`config.mk`:
```
export PLATFORM = sky130hd
export DESIGN_NAME = bfield_keystream_xor
export DESIGN_NICKNAME = d
export VERILOG_FILES = /design/src/rtl/bfield_keystream_xor_pkg.sv /design/src/rtl/bfield_keystream_xor.sv
export VERILOG_INCLUDE_DIRS = /design/src /design/src/rtl
export SDC_FILE = /design/constraint.sdc
export NUM_CORES = 1
export LEC_CHECK = 0
export ABC_AREA = 1
export BUFFER_PORTS_ARGS = -buffer_cell sky130_fd_sc_hd__buf_2
export CAP_MARGIN = 15
export CORE_MARGIN = 4
export CORE_UTILIZATION = 50
export DETAILED_ROUTE_END_ITERATION = 10
export PLACE_DENSITY = 0.67
export SLEW_MARGIN = 10
export SYNTH_ARGS = -nofsm -noshare
export SYNTH_HDL_FRONTEND = slang
export SYNTH_SLANG_ARGS = --single-unit
```
`constraint.sdc`:
```
create_clock -name clk -period 6.6 [get_ports clk]
set_input_delay 0.33 -clock clk [delete_from_list [all_inputs] [get_ports clk]]
set_output_delay 0.33 -clock clk [all_outputs]
set_load 0.005 [all_outputs]
```
`src/rtl/bfield_keystream_xor_regs.svh`:
```
// Purpose: Offsets, field sizes and segment lengths for the B-field key-stream combiner
// Assumes: Bit-serial operation, one key-stream bit and one payload bit per cycle
// Notes:   Definitions only
`ifndef BFIELD_KEYSTREAM_XOR_REGS_SVH
`define BFIELD_KEYSTREAM_XOR_REGS_SVH

// Start of the B-field window in the segment, default configurations
`define KS_OFFSET_DEFAULT   12'd40
// Start of the B-field window, configuration 4a
`define KS_OFFSET_CFG4A     12'd80
// Start of the B-field window, configuration 4b
`define KS_OFFSET_CFG4B     12'd120
// Spacing between subfield windows in multisubfield modes
`define KS_SUBFIELD_STRIDE  12'd80
// Data bits in one subfield
`define SUBFIELD_DATA_BITS  12'd64
// Segment length used at initialisation and synchronisation
`define KS_SYNC_SEGMENT_LEN 12'd1680
// Difference between segment length and q outside 4a and 4b
`define Q_MARGIN            12'd40

`endif

```
`src/rtl/bfield_keystream_xor_pkg.sv`:
```
// Purpose: Types for the B-field key-stream combiner
// Assumes: Used together with bfield_keystream_xor_regs.svh
// Notes:   Configuration codes listed in modulation order
package bfield_keystream_xor_pkg;

  // Protection format of the B field
  typedef enum logic [1:0] {
    fmt_unprotected,
    fmt_multisubfield,
    fmt_constant_subfield,
    fmt_encoded_protected
  } bfield_format_e;

  // Modulation configuration
  typedef enum logic [3:0] {
    cfg_1a, cfg_1b, cfg_2, cfg_3, cfg_4a, cfg_4b, cfg_5, cfg_6
  } mod_config_e;

  // Burst set-up, held stable for the whole burst
  typedef struct packed {
    bfield_format_e format;
    mod_config_e    config_code;
    logic [11:0]    segment_length_max;
    logic [11:0]    q_tabulated;
    logic [3:0]     codec_ratio;
    logic [11:0]    subfield_len;
  } burst_cfg_s;

  // One payload bit with its check-sum mark
  typedef struct packed {
    logic data;
    logic is_checksum;
  } payload_bit_s;

endpackage

```
`src/rtl/bfield_keystream_xor.sv`:
```
// What this block does
// - A field and segment generation unchanged; only B-field ciphering differs by format.
// - Constant-size-subfield mode splits B field into single-subfield-sized subfields.
// - Constant-size-subfield: check-sum bits pass plain, aligned key bits dropped.
// - Segment bits indexed zero to maximum minus one; maximum set per slot and modulation.
// - Encoded format: q is maximum minus 40, except tabulated q for 4a, 4b.
// - Encoded, default configs: key bits 40 onward XOR payload bits 0 to q*r-1.
// - Encoded, configuration 4a: key window starts at bit 80.
// - Encoded, configuration 4b: key window starts at bit 120.
// - Encoded: key bits beyond window discarded to segment end, never carried over.
// - Synchronisation uses one 1680-bit segment per burst.
// - Multisubfield: subfield x bit i XOR key bit 80x+i+40 by default.
//
// Purpose: Bit-serial XOR of a key-stream segment onto the B-field payload
// Assumes: Key stream arrives one bit per cycle, index 0 first, with valid/ready
// Notes:   A two-entry buffer sits in front of the output so a stalled receiver loses nothing
`timescale 1ns/100ps
`include "bfield_keystream_xor_regs.svh"

module bfield_keystream_xor (
  input  wire logic                                 clk,
  input  wire logic                                 reset,
  input  wire logic                                 burst_start,
  input  wire bfield_keystream_xor_pkg::burst_cfg_s cfg,
  input  wire logic                                 sync_mode,
  input  wire logic                                 ks_valid,
  output logic                                      ks_ready,
  input  wire logic                                 ks_bit,
  input  wire logic                                 pl_valid,
  output logic                                      pl_ready,
  input  wire bfield_keystream_xor_pkg::payload_bit_s pl_in,
  output logic                                      out_valid,
  input  wire logic                                 out_ready,
  output logic                                      out_bit,
  output logic                                      burst_busy
);
  import bfield_keystream_xor_pkg::*;

  typedef enum logic [1:0] {st_idle, st_run, st_flush} state_e;

  ////////////////////////////////////////////////////////////////////////////
  // Window geometry, derived from the burst set-up
  logic [11:0] win_start;
  logic [11:0] seg_len;
  logic [15:0] pay_len;
  logic [11:0] q_bits;

  always_comb begin
    case (cfg.config_code)
      cfg_4a:  win_start = `KS_OFFSET_CFG4A;
      cfg_4b:  win_start = `KS_OFFSET_CFG4B;
      default: win_start = `KS_OFFSET_DEFAULT;
    endcase
    if (cfg.config_code == cfg_4a || cfg.config_code == cfg_4b) begin
      q_bits = cfg.q_tabulated;
    end else begin
      q_bits = cfg.segment_length_max - `Q_MARGIN;
    end
    seg_len = sync_mode ? `KS_SYNC_SEGMENT_LEN : cfg.segment_length_max;
    pay_len = 16'(q_bits) * 16'(cfg.codec_ratio);
  end

  ////////////////////////////////////////////////////////////////////////////
  // Segment walk
  state_e      state_q,   state_d;
  logic [11:0] ks_idx_q,  ks_idx_d;   // Index within the current segment
  logic [15:0] pl_idx_q,  pl_idx_d;   // Payload bits consumed
  logic [11:0] sub_pos_q, sub_pos_d;  // Position inside the subfield window
  logic [11:0] sub_base_q, sub_base_d;// Segment index where this subfield starts
  logic        buf_in_ready;
  logic        in_window;
  logic        ks_take;
  logic        pl_take;
  logic        emit;
  logic        emit_bit;
  logic [11:0] sub_len;
  logic [11:0] ks_last;

  always_comb begin
    // subfield size: constant-size uses 2-level single B field
    sub_len = (cfg.format == fmt_constant_subfield) ? cfg.subfield_len : `SUBFIELD_DATA_BITS;
    ks_last = seg_len - 12'h001;
    in_window = 1'b0;
    case (cfg.format)
      fmt_encoded_protected: in_window = (ks_idx_q >= win_start) && (pl_idx_q < pay_len);
      fmt_multisubfield,
      fmt_constant_subfield: in_window = (ks_idx_q >= sub_base_q) && (sub_pos_q < sub_len);
      // plain B field handled as unprotected
      fmt_unprotected:       in_window = (ks_idx_q >= win_start);
      default:               in_window = 1'b0;
    endcase
  end

  always_comb begin
    state_d    = state_q;
    ks_idx_d   = ks_idx_q;
    pl_idx_d   = pl_idx_q;
    sub_pos_d  = sub_pos_q;
    sub_base_d = sub_base_q;
    ks_take    = 1'b0;
    pl_take    = 1'b0;
    emit       = 1'b0;
    emit_bit   = 1'b0;
    case (state_q)
      st_idle: begin
        if (burst_start) begin
          state_d    = st_run;
          ks_idx_d   = 12'h000;
          pl_idx_d   = 16'h0000;
          sub_pos_d  = 12'h000;
          sub_base_d = win_start;
        end
      end
      st_run: begin
        if (!in_window) begin
          // Key bits outside any window are consumed and dropped
          ks_take = ks_valid;
        end else if (pl_valid && ks_valid && buf_in_ready) begin
          ks_take  = 1'b1;
          pl_take  = 1'b1;
          emit     = 1'b1;
          // check-sum bits pass plain, key bit dropped
          if (cfg.format == fmt_constant_subfield && pl_in.is_checksum) begin
            emit_bit = pl_in.data;
          end else begin
            emit_bit = pl_in.data ^ ks_bit;
          end
          pl_idx_d  = pl_idx_q + 16'h0001;
          sub_pos_d = sub_pos_q + 12'h001;
        end
        if (ks_take) begin
          ks_idx_d = ks_idx_q + 12'h001;
          // next subfield base advances by 80, or by the subfield length in constant-size mode
          if (in_window && sub_pos_d == sub_len && cfg.format != fmt_encoded_protected) begin
            sub_pos_d  = 12'h000;
            sub_base_d = sub_base_q + ((cfg.format == fmt_constant_subfield)
                                       ? sub_len : `KS_SUBFIELD_STRIDE);
          end
          // segment ends at its last index
          if (ks_idx_q == ks_last) begin
            state_d = st_flush;
          end
        end
      end
      st_flush: begin
        state_d = st_idle;
      end
      default: state_d = st_idle;
    endcase
  end

  // Segment walk registers
  always_ff @(posedge clk or posedge reset) begin
    if (reset) begin
      state_q    <= st_idle;
      ks_idx_q   <= 12'h000;
      pl_idx_q   <= 16'h0000;
      sub_pos_q  <= 12'h000;
      sub_base_q <= 12'h000;
    end else begin
      state_q    <= state_d;
      ks_idx_q   <= ks_idx_d;
      pl_idx_q   <= pl_idx_d;
      sub_pos_q  <= sub_pos_d;
      sub_base_q <= sub_base_d;
    end
  end

  assign ks_ready   = ks_take;
  assign pl_ready   = pl_take;
  assign burst_busy = (state_q != st_idle);

  ////////////////////////////////////////////////////////////////////////////
  // Two-entry output buffer; stall by the receiver stops payload intake
  logic [1:0] buf_data_q, buf_data_d;
  logic [1:0] buf_cnt_q,  buf_cnt_d;
  logic       rd_pop;

  always_comb begin
    buf_in_ready = (buf_cnt_q != 2'h2);
    rd_pop       = out_ready && (buf_cnt_q != 2'h0);
    buf_data_d   = buf_data_q;
    buf_cnt_d    = buf_cnt_q;
    if (rd_pop) begin
      buf_data_d = {1'b0, buf_data_q[1]};
    end
    if (emit) begin
      // Write lands behind whatever remains after the pop
      if ((rd_pop ? buf_cnt_q - 2'h1 : buf_cnt_q) == 2'h0) begin
        buf_data_d[0] = emit_bit;
      end else begin
        buf_data_d[1] = emit_bit;
      end
    end
    buf_cnt_d = buf_cnt_q + {1'b0, emit} - {1'b0, rd_pop};
  end

  // Buffer registers
  always_ff @(posedge clk or posedge reset) begin
    if (reset) begin
      buf_data_q <= 2'h0;
      buf_cnt_q  <= 2'h0;
    end else begin
      buf_data_q <= buf_data_d;
      buf_cnt_q  <= buf_cnt_d;
    end
  end

  assign out_valid = (buf_cnt_q != 2'h0);
  assign out_bit   = buf_data_q[0];

endmodule

```
* Yosys cells after proc, flatten, opt, wreduce, memory -nomap -nowiden
Cells that the tools add are included.
** Cells by class
- Multiplexer cells :: 42
- Add/subtract/negate cells :: 9
- Magnitude comparators :: 4
- Bitwise gates (word level) :: 1
- $mul :: 1
- Reductions and logical operators :: 21
- Equality and inequality tests :: 16
** Operator list (number)
- $mux 12 :: 14
- $pmux 12 s2 :: 3
- $mux 16 :: 3
- $pmux 16 s2 :: 1
- $add 12x1->12 const B :: 2
- $eq 12x12->1 :: 2
- $ge 12x12->1 :: 2
- $add 16x1->16 const B :: 1
- $lt 16x16->1 :: 1
- $mul 12x4->16 :: 1
- $ne 2x2->1 const B :: 8
- $pmux 7 s2 :: 1
- $add 12x12->12 :: 1
- $lt 12x12->1 :: 1
- $mux 1 :: 12
- $mux 2 :: 6
- $sub 12x1->12 const B :: 1
- $sub 12x6->12 const B :: 1
- $eq 4x3->1 const B :: 2
- $logic_and 1x1->1 :: 8
- $reduce_and 4->1 :: 2
- $logic_not 2->1 :: 3
- $reduce_and 3->1 :: 2
- $reduce_bool 2->1 :: 3
- 11 further kinds :: 13
** Storage, ports and cells
- Flip-flop bits (word level) :: 58
- Bits of input ports :: 56

* Logic depth before layout (Yosys ltp)
Gate-level depths: netlist of run 1.
- Depth after elaboration :: 15
- Mapped depth :: 47

* Worst setup path before layout of run 1
Ideal clock, no wire load.
- Path kind :: input to register
- From :: input port cfg[41] (netlist bit)
- To :: register sub_base_q[1]
- Path slack :: 0.625 ns
- Path buffers :: 4
- Required time :: 6.483 ns
- Cell stages on the path :: 45
- Arrival :: 5.859 ns
- Path through :: nor2_2 -> nand2_2 -> clkbuf_1 -> clkbuf_1 -> nand2_1 -> o21a_1 -> inv_1 -> nor2_1 -> fa_1 -> inv_1 -> fa_1 -> inv_1 -> ha_1 -> nand3_1 -> nand2_1 -> a21oi_1 -> o21bai_1 -> a21oi_1 -> [... 9 more ...] -> nor3_1 -> nand2_1 -> nand2_2 -> nand2_4 -> buf_6 -> nand2_1 -> nand2_1 -> nand3_1 -> nand2_1 -> nor2_1 -> nand2_1 -> nor2_2 -> nand3_1 -> nand2_2 -> nand2_2 -> buf_6 -> nand2_1 -> nand2_1
** Between the ends
- Word-level cells in the longest chain between the ends :: 14
- Elaborated cells between the ends (all ways) :: 20
- Those cells by class :: 1 x mul; 2 x order compare; 5 x eq/ne; 7 x mux; 5 x reduce/logical
** Ends and longest elaborated chain
- from (decl) :: line bfield_keystream_xor.sv:24 : input wire bfield_keystream_xor_pkg::burst_cfg_s cfg,
- $eq 4x3->1 :: line bfield_keystream_xor.sv:49, bfield_keystream_xor.sv:54
- $logic_or 1x1->1 :: line bfield_keystream_xor.sv:54 : if (cfg.config_code == cfg_4a || cfg.config_code == cfg_4b) begin
- $mux 12 :: line bfield_keystream_xor.sv:54
- $mul 12x4->16 :: line bfield_keystream_xor.sv:60 : pay_len = 16'(q_bits) * 16'(cfg.codec_ratio);
- $lt 16x16->1 :: line bfield_keystream_xor.sv:85 : fmt_encoded_protected: in_window = (ks_idx_q >= win_start) && (pl_idx_q < pay_len);
- $logic_and 1x1->1 :: line bfield_keystream_xor.sv:85
- $pmux 1 s3 (*) :: line bfield_keystream_xor.sv:84 : case (cfg.format)
- $mux 12 :: line bfield_keystream_xor.sv:115 : if (!in_window) begin
- $mux 12 :: line bfield_keystream_xor.sv:104 : case (state_q)
- $eq 12x12->1 :: line bfield_keystream_xor.sv:134 : if (in_window && sub_pos_d == sub_len && cfg.format != fmt_encoded_protected) begin
- $logic_and 1x1->1 (2 in a row) :: line bfield_keystream_xor.sv:134
- $ne 2x2->1 (no source line)
- $reduce_and 4->1 (no source line) (*)
- to (signal assigned) :: line bfield_keystream_xor.sv:165 : sub_base_q <= sub_base_d;
- to (decl) :: line bfield_keystream_xor.sv:69 : logic [11:0] sub_base_q, sub_base_d;
Every way passes the cells marked *; elsewhere a longest branch is shown, timed or not. The select of a mux whose other input is x is not followed.
A chain may end at the register's enable or synchronous reset.

* Worst setup path in the final report of run 1
- From :: input port cfg[31] (netlist bit)
- To :: output port ks_ready
** Between the ends
- Word-level cells in the longest chain between the ends :: 9
** Ends and longest elaborated chain
- $sub 12x6->12 (no source line)
- $mux 12 :: line bfield_keystream_xor.sv:54
- $mul 12x4->16 :: line bfield_keystream_xor.sv:60
- $lt 16x16->1 :: line bfield_keystream_xor.sv:85
- $logic_and 1x1->1 :: line bfield_keystream_xor.sv:85
- $pmux 1 s3 :: line bfield_keystream_xor.sv:84
- $mux 1 :: line bfield_keystream_xor.sv:115
- $mux 1 (2 in a row) :: line bfield_keystream_xor.sv:104
- to (decl) :: line bfield_keystream_xor.sv:27 : output logic ks_ready,
Every way passes these cells. The select of a mux whose other input is x is not followed.

==> impl_metrics.tcl, run 1 <==
set metrics [dict create \
    status "completed" \
    dr_total_vias 6847 \
    power.density_mw_per_mm2 297.7 \
    switchingPower_mw 1.105 \
    start_util_pct 51.27 \
    cp_slowest_stage_delay_ns 0.53 \
    startpoint_type "input port" \
    cts_buffer_depth 2 \
    required_ns 6.27 \
    ant_nets 0 \
    antenna_cells 0 \
    fp.dieW_um 127.8 \
    final_layout_size_suffix_gt1_share_pct 12.03 \
    synth_area_leaders "dfrtp_1 20%, ha_1 15%, nand2_1 13%, inv_1 9.1%, nor2_1 6.2%" \
    synthTopCellsByCount "252 x nand2_1, 174 x inv_1, 118 x nor2_1" \
    fmax_ghz 0.1647 \
    p_clk_share_pct 21.3 \
    irDropWorstVdd_mv 0.1624 \
    p_leak_nw 4.371 \
    clkTransAtPathRegs_ns 0.05 \
    p_seq_share_pct 24.8 \
    multi_input_area_mm2 0.005026 \
    cts_tree "yes" \
    p_sw_share_pct 45.91 \
    synth_top_area_share_pct 20.24 \
    setup-violations-final 0 \
    r2r_start "sub_pos_q[9]" \
    nFillCells 1399 \
    synth_ff_type "dfrtp_1" \
    cap_violations 0 \
    fin_crit_sh_pct 92.00 \
    dieArea_mm2 0.01632 \
    ys_warn_count 0 \
    grt_usage_pct 22.91 \
    totalPowerFinal_mw 2.407 \
    critPathCapture "ks_ready" \
    cpMaxStageDelayCell "fa_1" \
    dr.first_iter.drc_count 350 \
    wl_per_cell_um 13.58 \
    cts_root_buf "clkbuf_16" \
    r2r_slack_ns 3.30 \
    cts_sinks 58 \
    vias_per_cell 5.160 \
    ys_types 46 \
    cts-htree-levels 3 \
    grt_pass1_vias 6481 \
    core_mm2 0.01399 \
    dr.pass1.iters 5 \
    cp_num_buf_inv 7 \
    rows 43 \
    syn_to_final_growth_pct 12.75 \
    io_buffers 60 \
    synth-async-reset-ratio_pct 100.0 \
    slew_violations 0 \
    final_nets 1304 \
    cts_buffers 9 \
    cpMostUsedCell "nand2_1" \
    grt_max_degree 59 \
    post-dp-hpwl_um 14670 \
    crit_fanout 17 \
    synth_edf_count 0 \
    r2r-end "sub_base_q[4]" \
    finalHoldViolCount 0 \
    worstPathArrival_ns 5.74 \
    path_depth 39 \
    synth-seq-cells 58 \
    antenna_found_initial 0 \
    synth_top_cell_by_area "dfrtp_1" \
    critPathLaunch "cfg[31]" \
    combPwrFrac_pct 53.9 \
    syn-instance-count 1077 \
    critPathTopFamily "simple AND/OR/NAND/NOR gates" \
    seq_area_mm2 0.001451 \
    synth.net_count 1238 \
    routed_wl_um 18020 \
    slew-limit-headroom_pct 28.11 \
    internal_power_mw 1.302 \
    holdWs_ns 0.2165 \
    syn_area_per_cell_um2 6.659 \
    io_pins 61 \
    place.gp.congestion 0.9331 \
    post-route-min-period_ns 6.072 \
    tightest_slew_ns 1.074 \
    drc_errors 0 \
    die_h_um 127.8 \
    hp-class "input port to async pin" \
    grt_pass1_wl_um 30600 \
    reg2reg_depth 21 \
    synth_area_mm2 0.007172 \
    clock_skew_ns 0.005515 \
    cp-end-kind "output port" \
    worstSetupPathType "input port to output port" \
    clock_latency_ns 0.33 \
    grt-ovfl-total 0 \
    post-synth-top-count-cell "nand2_1" \
    ys_seq_area_share_pct 20.24 \
]
metal layers:
metal	part of all wire, %	GRT usage [%]
met3	4.7	2.958
met5	0	0
met1	47	30.77
met4	2.9	7.553
met2	46	38.26
through the flow:
stage | instance area, um2 | utilization, % | instances | setup slack [ns] | setup TNS (ns)
global placement | 7702 | 55.06 | 1312 | 0.1260 | 0
floorplan | 7172 | - | 1077 | 0.6245 | 0
global route | 8087 | 57.81 | 1327 | -0.06604 | -0.5523
finish | 8087 | 57.81 | 1327 | 0.5277 | 0
detailed placement | 7702 | 55.06 | 1312 | 0.01159 | 0
CTS | 8020 | 57.33 | 1327 | 0.1475 | 0
worst reg2reg max path, stage by stage (launching register included):
cell,delay (ns)
dfrtp_1,0.45
ha_1,0.34
a21oi_1,0.14
nor2_1,0.05
nor3_1,0.20
nand2_1,0.10
a21oi_2,0.19
nand3_2,0.18
nand2_4,0.19
inv_2,0.07
a21oi_4,0.21
nand2_1,0.11
nand2_1,0.09
nand2_1,0.05
nand2_1,0.08
nand2_1,0.10
nor2_2,0.13
nand3_1,0.09
nand2_2,0.11
buf_4,0.18
nand3_1,0.10
nand2_1,0.07
timing repair:
item                       CTS  global route
buffers inserted             0             0
hold buffers                 0             0
resized for setup            0            18
setup endpoints to repair    0            43
layout by cell type, fill, tap and decap left out, types with 3 or more instances in the layout:
master / count
nand2_1: 249
inv_1: 172
nand3_1: 78
nand4_1: 4
nor2_1: 116
buf_4: 12
o21ai_0: 55
o21a_1: 5
nor3b_1: 4
fa_1: 21
o21bai_1: 5
or2_2: 14
clkbuf_16: 9
nand2_2: 4
nor2_2: 6
buf_2: 60
nor3_1: 25
xnor2_1: 5
dfrtp_1: 58
a21oi_1: 63
nand2_4: 6
inv_2: 7
nor4_1: 3
o21ai_1: 6
xor2_1: 36
ha_1: 84
sequential cells by signal, summed over array words and instances, names as in the netlist:
name        flops
sub_base_q     12
buf_cnt_q       2
sub_pos_q      12
pl_idx_q       16
ks_idx_q       12
state_q         2
buf_data_q      2
power groups by stage:
stage | registers (mW) | logic (mW) | clock network [mW]
2_1_floorplan | 0.553 | 1.00 | 0
3_3_place_gp | 0.599 | 1.26 | 0
3_5_place_dp | 0.600 | 1.28 | 0
4_1_cts | 0.595 | 1.28 | 0.517
5_1_grt | 0.614 | 1.53 | 0.531
6_report | 0.597 | 1.30 | 0.512
area by class of cell:
class | instances | area share (%)
multi-input cells | 822 | 62.15
flip-flops and latches | 58 | 17.95
inverters | 180 | 8.355
repair buffers | 72 | 4.827
clock buffers | 10 | 2.955
well taps | 180 | 2.785
clock inverters | 5 | 0.9748
how the worst min path moves through the flow:
stage | startpoint | end | cells past startpoint | slack (ns)
after floorplan | sub_base_q[11] | sub_base_q[11] | 2 | 0.44
after global placement | sub_base_q[11] | sub_base_q[11] | 2 | 0.46
after detailed placement | sub_base_q[11] | sub_base_q[11] | 2 | 0.46
after CTS | reset | sub_pos_q[11] | 3 | 0.25
after global routing | reset | pl_idx_q[13] | 3 | 0.28
final | reset | sub_pos_q[11] | 3 | 0.22
cell families after synthesis:
logic type,after synthesis,share of synthesized area [%]
and+or+nand+nor,522,31.51
AOI/OAI and AO/OA,153,11.99
xor gates and xnor gates,41,5.007
muxes,1,0.1396
adders and majority gates,105,20.52
buffers and inverters,197,10.61
DFF,58,20.24
No activity file was read; power rests on OpenSTA's default activity.
==> run 2: changes to the inputs <==
--- a/config.mk
+++ b/config.mk
@@ -12,7 +12,7 @@
 export CORE_MARGIN = 4
 export CORE_UTILIZATION = 50
 export DETAILED_ROUTE_END_ITERATION = 10
-export PLACE_DENSITY = 0.67
+export PLACE_DENSITY = 0.69
 export SLEW_MARGIN = 10
 export SYNTH_ARGS = -nofsm -noshare
 export SYNTH_HDL_FRONTEND = slang
==> constraint.sdc (replaced) <==
create_clock -name clk -period 5 [get_ports clk]
set_input_delay 0.25 -clock clk [delete_from_list [all_inputs] [get_ports clk]]
set_output_delay 0.25 -clock clk [all_outputs]
set_load 0.005 [all_outputs]
==> impl_metrics.tcl, run 2 (synthesis gave the netlist of run 1 again) <==
set metrics [dict create \
    final_nets 1409 \
    cts_buffer_depth 2 \
    die_h_um 127.8 \
    multi_input_area_mm2 0.005523 \
    cts_tree "yes" \
    cp-end-kind "flip-flop" \
    cp_slowest_stage_delay_ns 0.55 \
    dr.pass1.iters 7 \
    dpl_cell_area_mm2 0.008418 \
    finalHoldViolCount 0 \
    vias_per_cell 5.189 \
    layout_commonest_cell "nand2_1" \
    seq_area_mm2 0.001451 \
    worstSetupPathType "input port to flip-flop" \
    io_buffers 60 \
    dr_total_vias 7436 \
    crit_fanout 8 \
    largest_register_ffs 16 \
    cts_root_buf "clkbuf_16" \
    grt_usage_pct 24.86 \
    irDropWorstVdd_mv 0.1857 \
    setup-violations-final 60 \
    cts_sinks 58 \
    routed_wl_um 20130 \
    post-dp-hpwl_um 15090 \
    rows 43 \
    grt_setup_unrepaired "yes" \
    cts-htree-levels 3 \
    cpMostUsedCell "nand2_1" \
    post-route-min-period_ns 5.748 \
    cts_buffers 9 \
    clock_skew_ns 0.009547 \
    cpMaxStageDelayCell "fa_1" \
    final_layout_size_suffix_gt1_share_pct 28.17 \
    clkTransAtPathRegs_ns 0.06 \
    status "finished, violations left" \
    start_util_pct 51.27 \
    grt_pass1_vias 7333 \
    slew_violations 0 \
    largest-register "pl_idx_q" \
    p_leak_nw 4.914 \
    wl_per_cell_um 14.05 \
    core_mm2 0.01399 \
    slew-limit-headroom_pct 20.06 \
    drc_errors 0 \
    violations "setup timing" \
    nFillCells 1234 \
    final_cell_mix "225 x nand2_1, 159 x inv_1, 105 x buf_4" \
    place.gp.congestion 0.9401 \
    totalPowerFinal_mw 3.537 \
    cap_violations 0 \
    ant_nets 0 \
    clock_latency_ns 0.33 \
    dieArea_mm2 0.01632 \
    tightest_slew_ns 1.195 \
    stdcell_area_mm2 0.009380 \
    startpoint_type "input port" \
    fp.dieW_um 127.8 \
    grt_max_degree 59 \
    grt-ovfl-total 0 \
    dr.first_iter.drc_count 464 \
    required_ns 5.26 \
    dp.cells 1388 \
    worst_slack_ns -0.7478 \
    antenna_cells 0 \
    antenna_found_initial 0 \
    final_cells 1433 \
    syn_to_final_growth_pct 30.79 \
    io_pins 61 \
    fmax_ghz 0.1740 \
    worstPathArrival_ns 6.01 \
    power.density_mw_per_mm2 377.1 \
    hp-class "input port to async pin" \
    fin_crit_sh_pct 115.0 \
    grt_pass1_wl_um 33470 \
]
run 2: changes by cell type in the layout (fill, tap and decap cells not counted), moves of 11 or more:
| cell | delta |
|---|---|
| buf_4 | +93 |
| nand3_1 | -27 |
| nand3_2 | +27 |
| nand2_1 | -24 |
| nand2_2 | +21 |
| nor2_1 | -17 |
| inv_1 | -13 |
| inv_2 | +13 |
| o21ai_0 | -13 |
| nor2_2 | +12 |
| buf_6 | +11 |
run 2: layer usage:
metal	wire, um	vias to the layer above	GRT usage [%]
met3	991	42	2.833
li1	-	3795	-
met2	9896	213	42.95
met4	571	0	8.115
met1	8674	3386	32.44
met5	0	-	0
run 2: path summary, 6_finish.rpt:
| path | startpoint | endpoint | slack (ns) | cells past startpoint |
|---|---|---|---|---|
| setup / recovery | cfg[32] | sub_base_q[1] | -0.75 | 45 |
| hold / removal | reset | pl_idx_q[0] | 0.12 | 3 |
| setup reg to reg | buf_cnt_q[0] | sub_base_q[1] | 1.70 | 17 |
| hold reg to reg | sub_base_q[11] | sub_base_q[11] | 0.49 | 2 |
| max in group asynchronous | reset | sub_base_q[5] | 4.35 | 3 |
| min in group clk | pl_in[1] | buf_data_q[1] | 0.25 | 3 |
run 2: final cells by class:
cell class	instances	share of cell area, %
clock buffers	11	2.588
clock inverters	5	0.3201
inverters	180	7.203
multi-input cells	823	58.88
flip-flops and latches	58	15.47
well taps	180	2.401
repair buffers	176	13.14
run 2: metrics by stage:
step | setup WS, ns | util (%) | hold WS (ns) | setup TNS [ns]
2_1_floorplan | -0.5896 | - | 0.4377 | -22.60
3_3_place_gp | -0.9762 | 60.18 | 0.4528 | -48.56
3_5_place_dp | -1.146 | 60.18 | 0.4821 | -55.82
4_1_cts | -0.5778 | 65.12 | 0.1498 | -23.75
5_1_grt | -1.146 | 67.06 | 0.2131 | -55.00
6_report | -0.7478 | 67.06 | 0.1183 | -30.81
run 2: worst max-delay path, delay by kind of cell:
kind,cells,cell delay (ns)
fa+ha+maj,5,1.78
buf+inv,7,0.58
compound gates,7,0.89
xor+xnor,1,0.16
simple gates,25,2.32
run 2: where the power goes:
part / internal, mW / switching [mW]
clock: 0.346 / 0.220
combinational: 0.955 / 1.21
sequential: 0.607 / 0.194
run 2: repair_timing:
| item | in CTS | in global routing |
|---|---|---|
| pin swaps | 34 | 46 |
| gates cloned | 2 | 0 |
| resized for setup | 79 | 62 |
| hold buffers | 0 | 0 |
| buffers inserted | 20 | 7 |
| endpoints found under the setup margin | 60 | 60 |
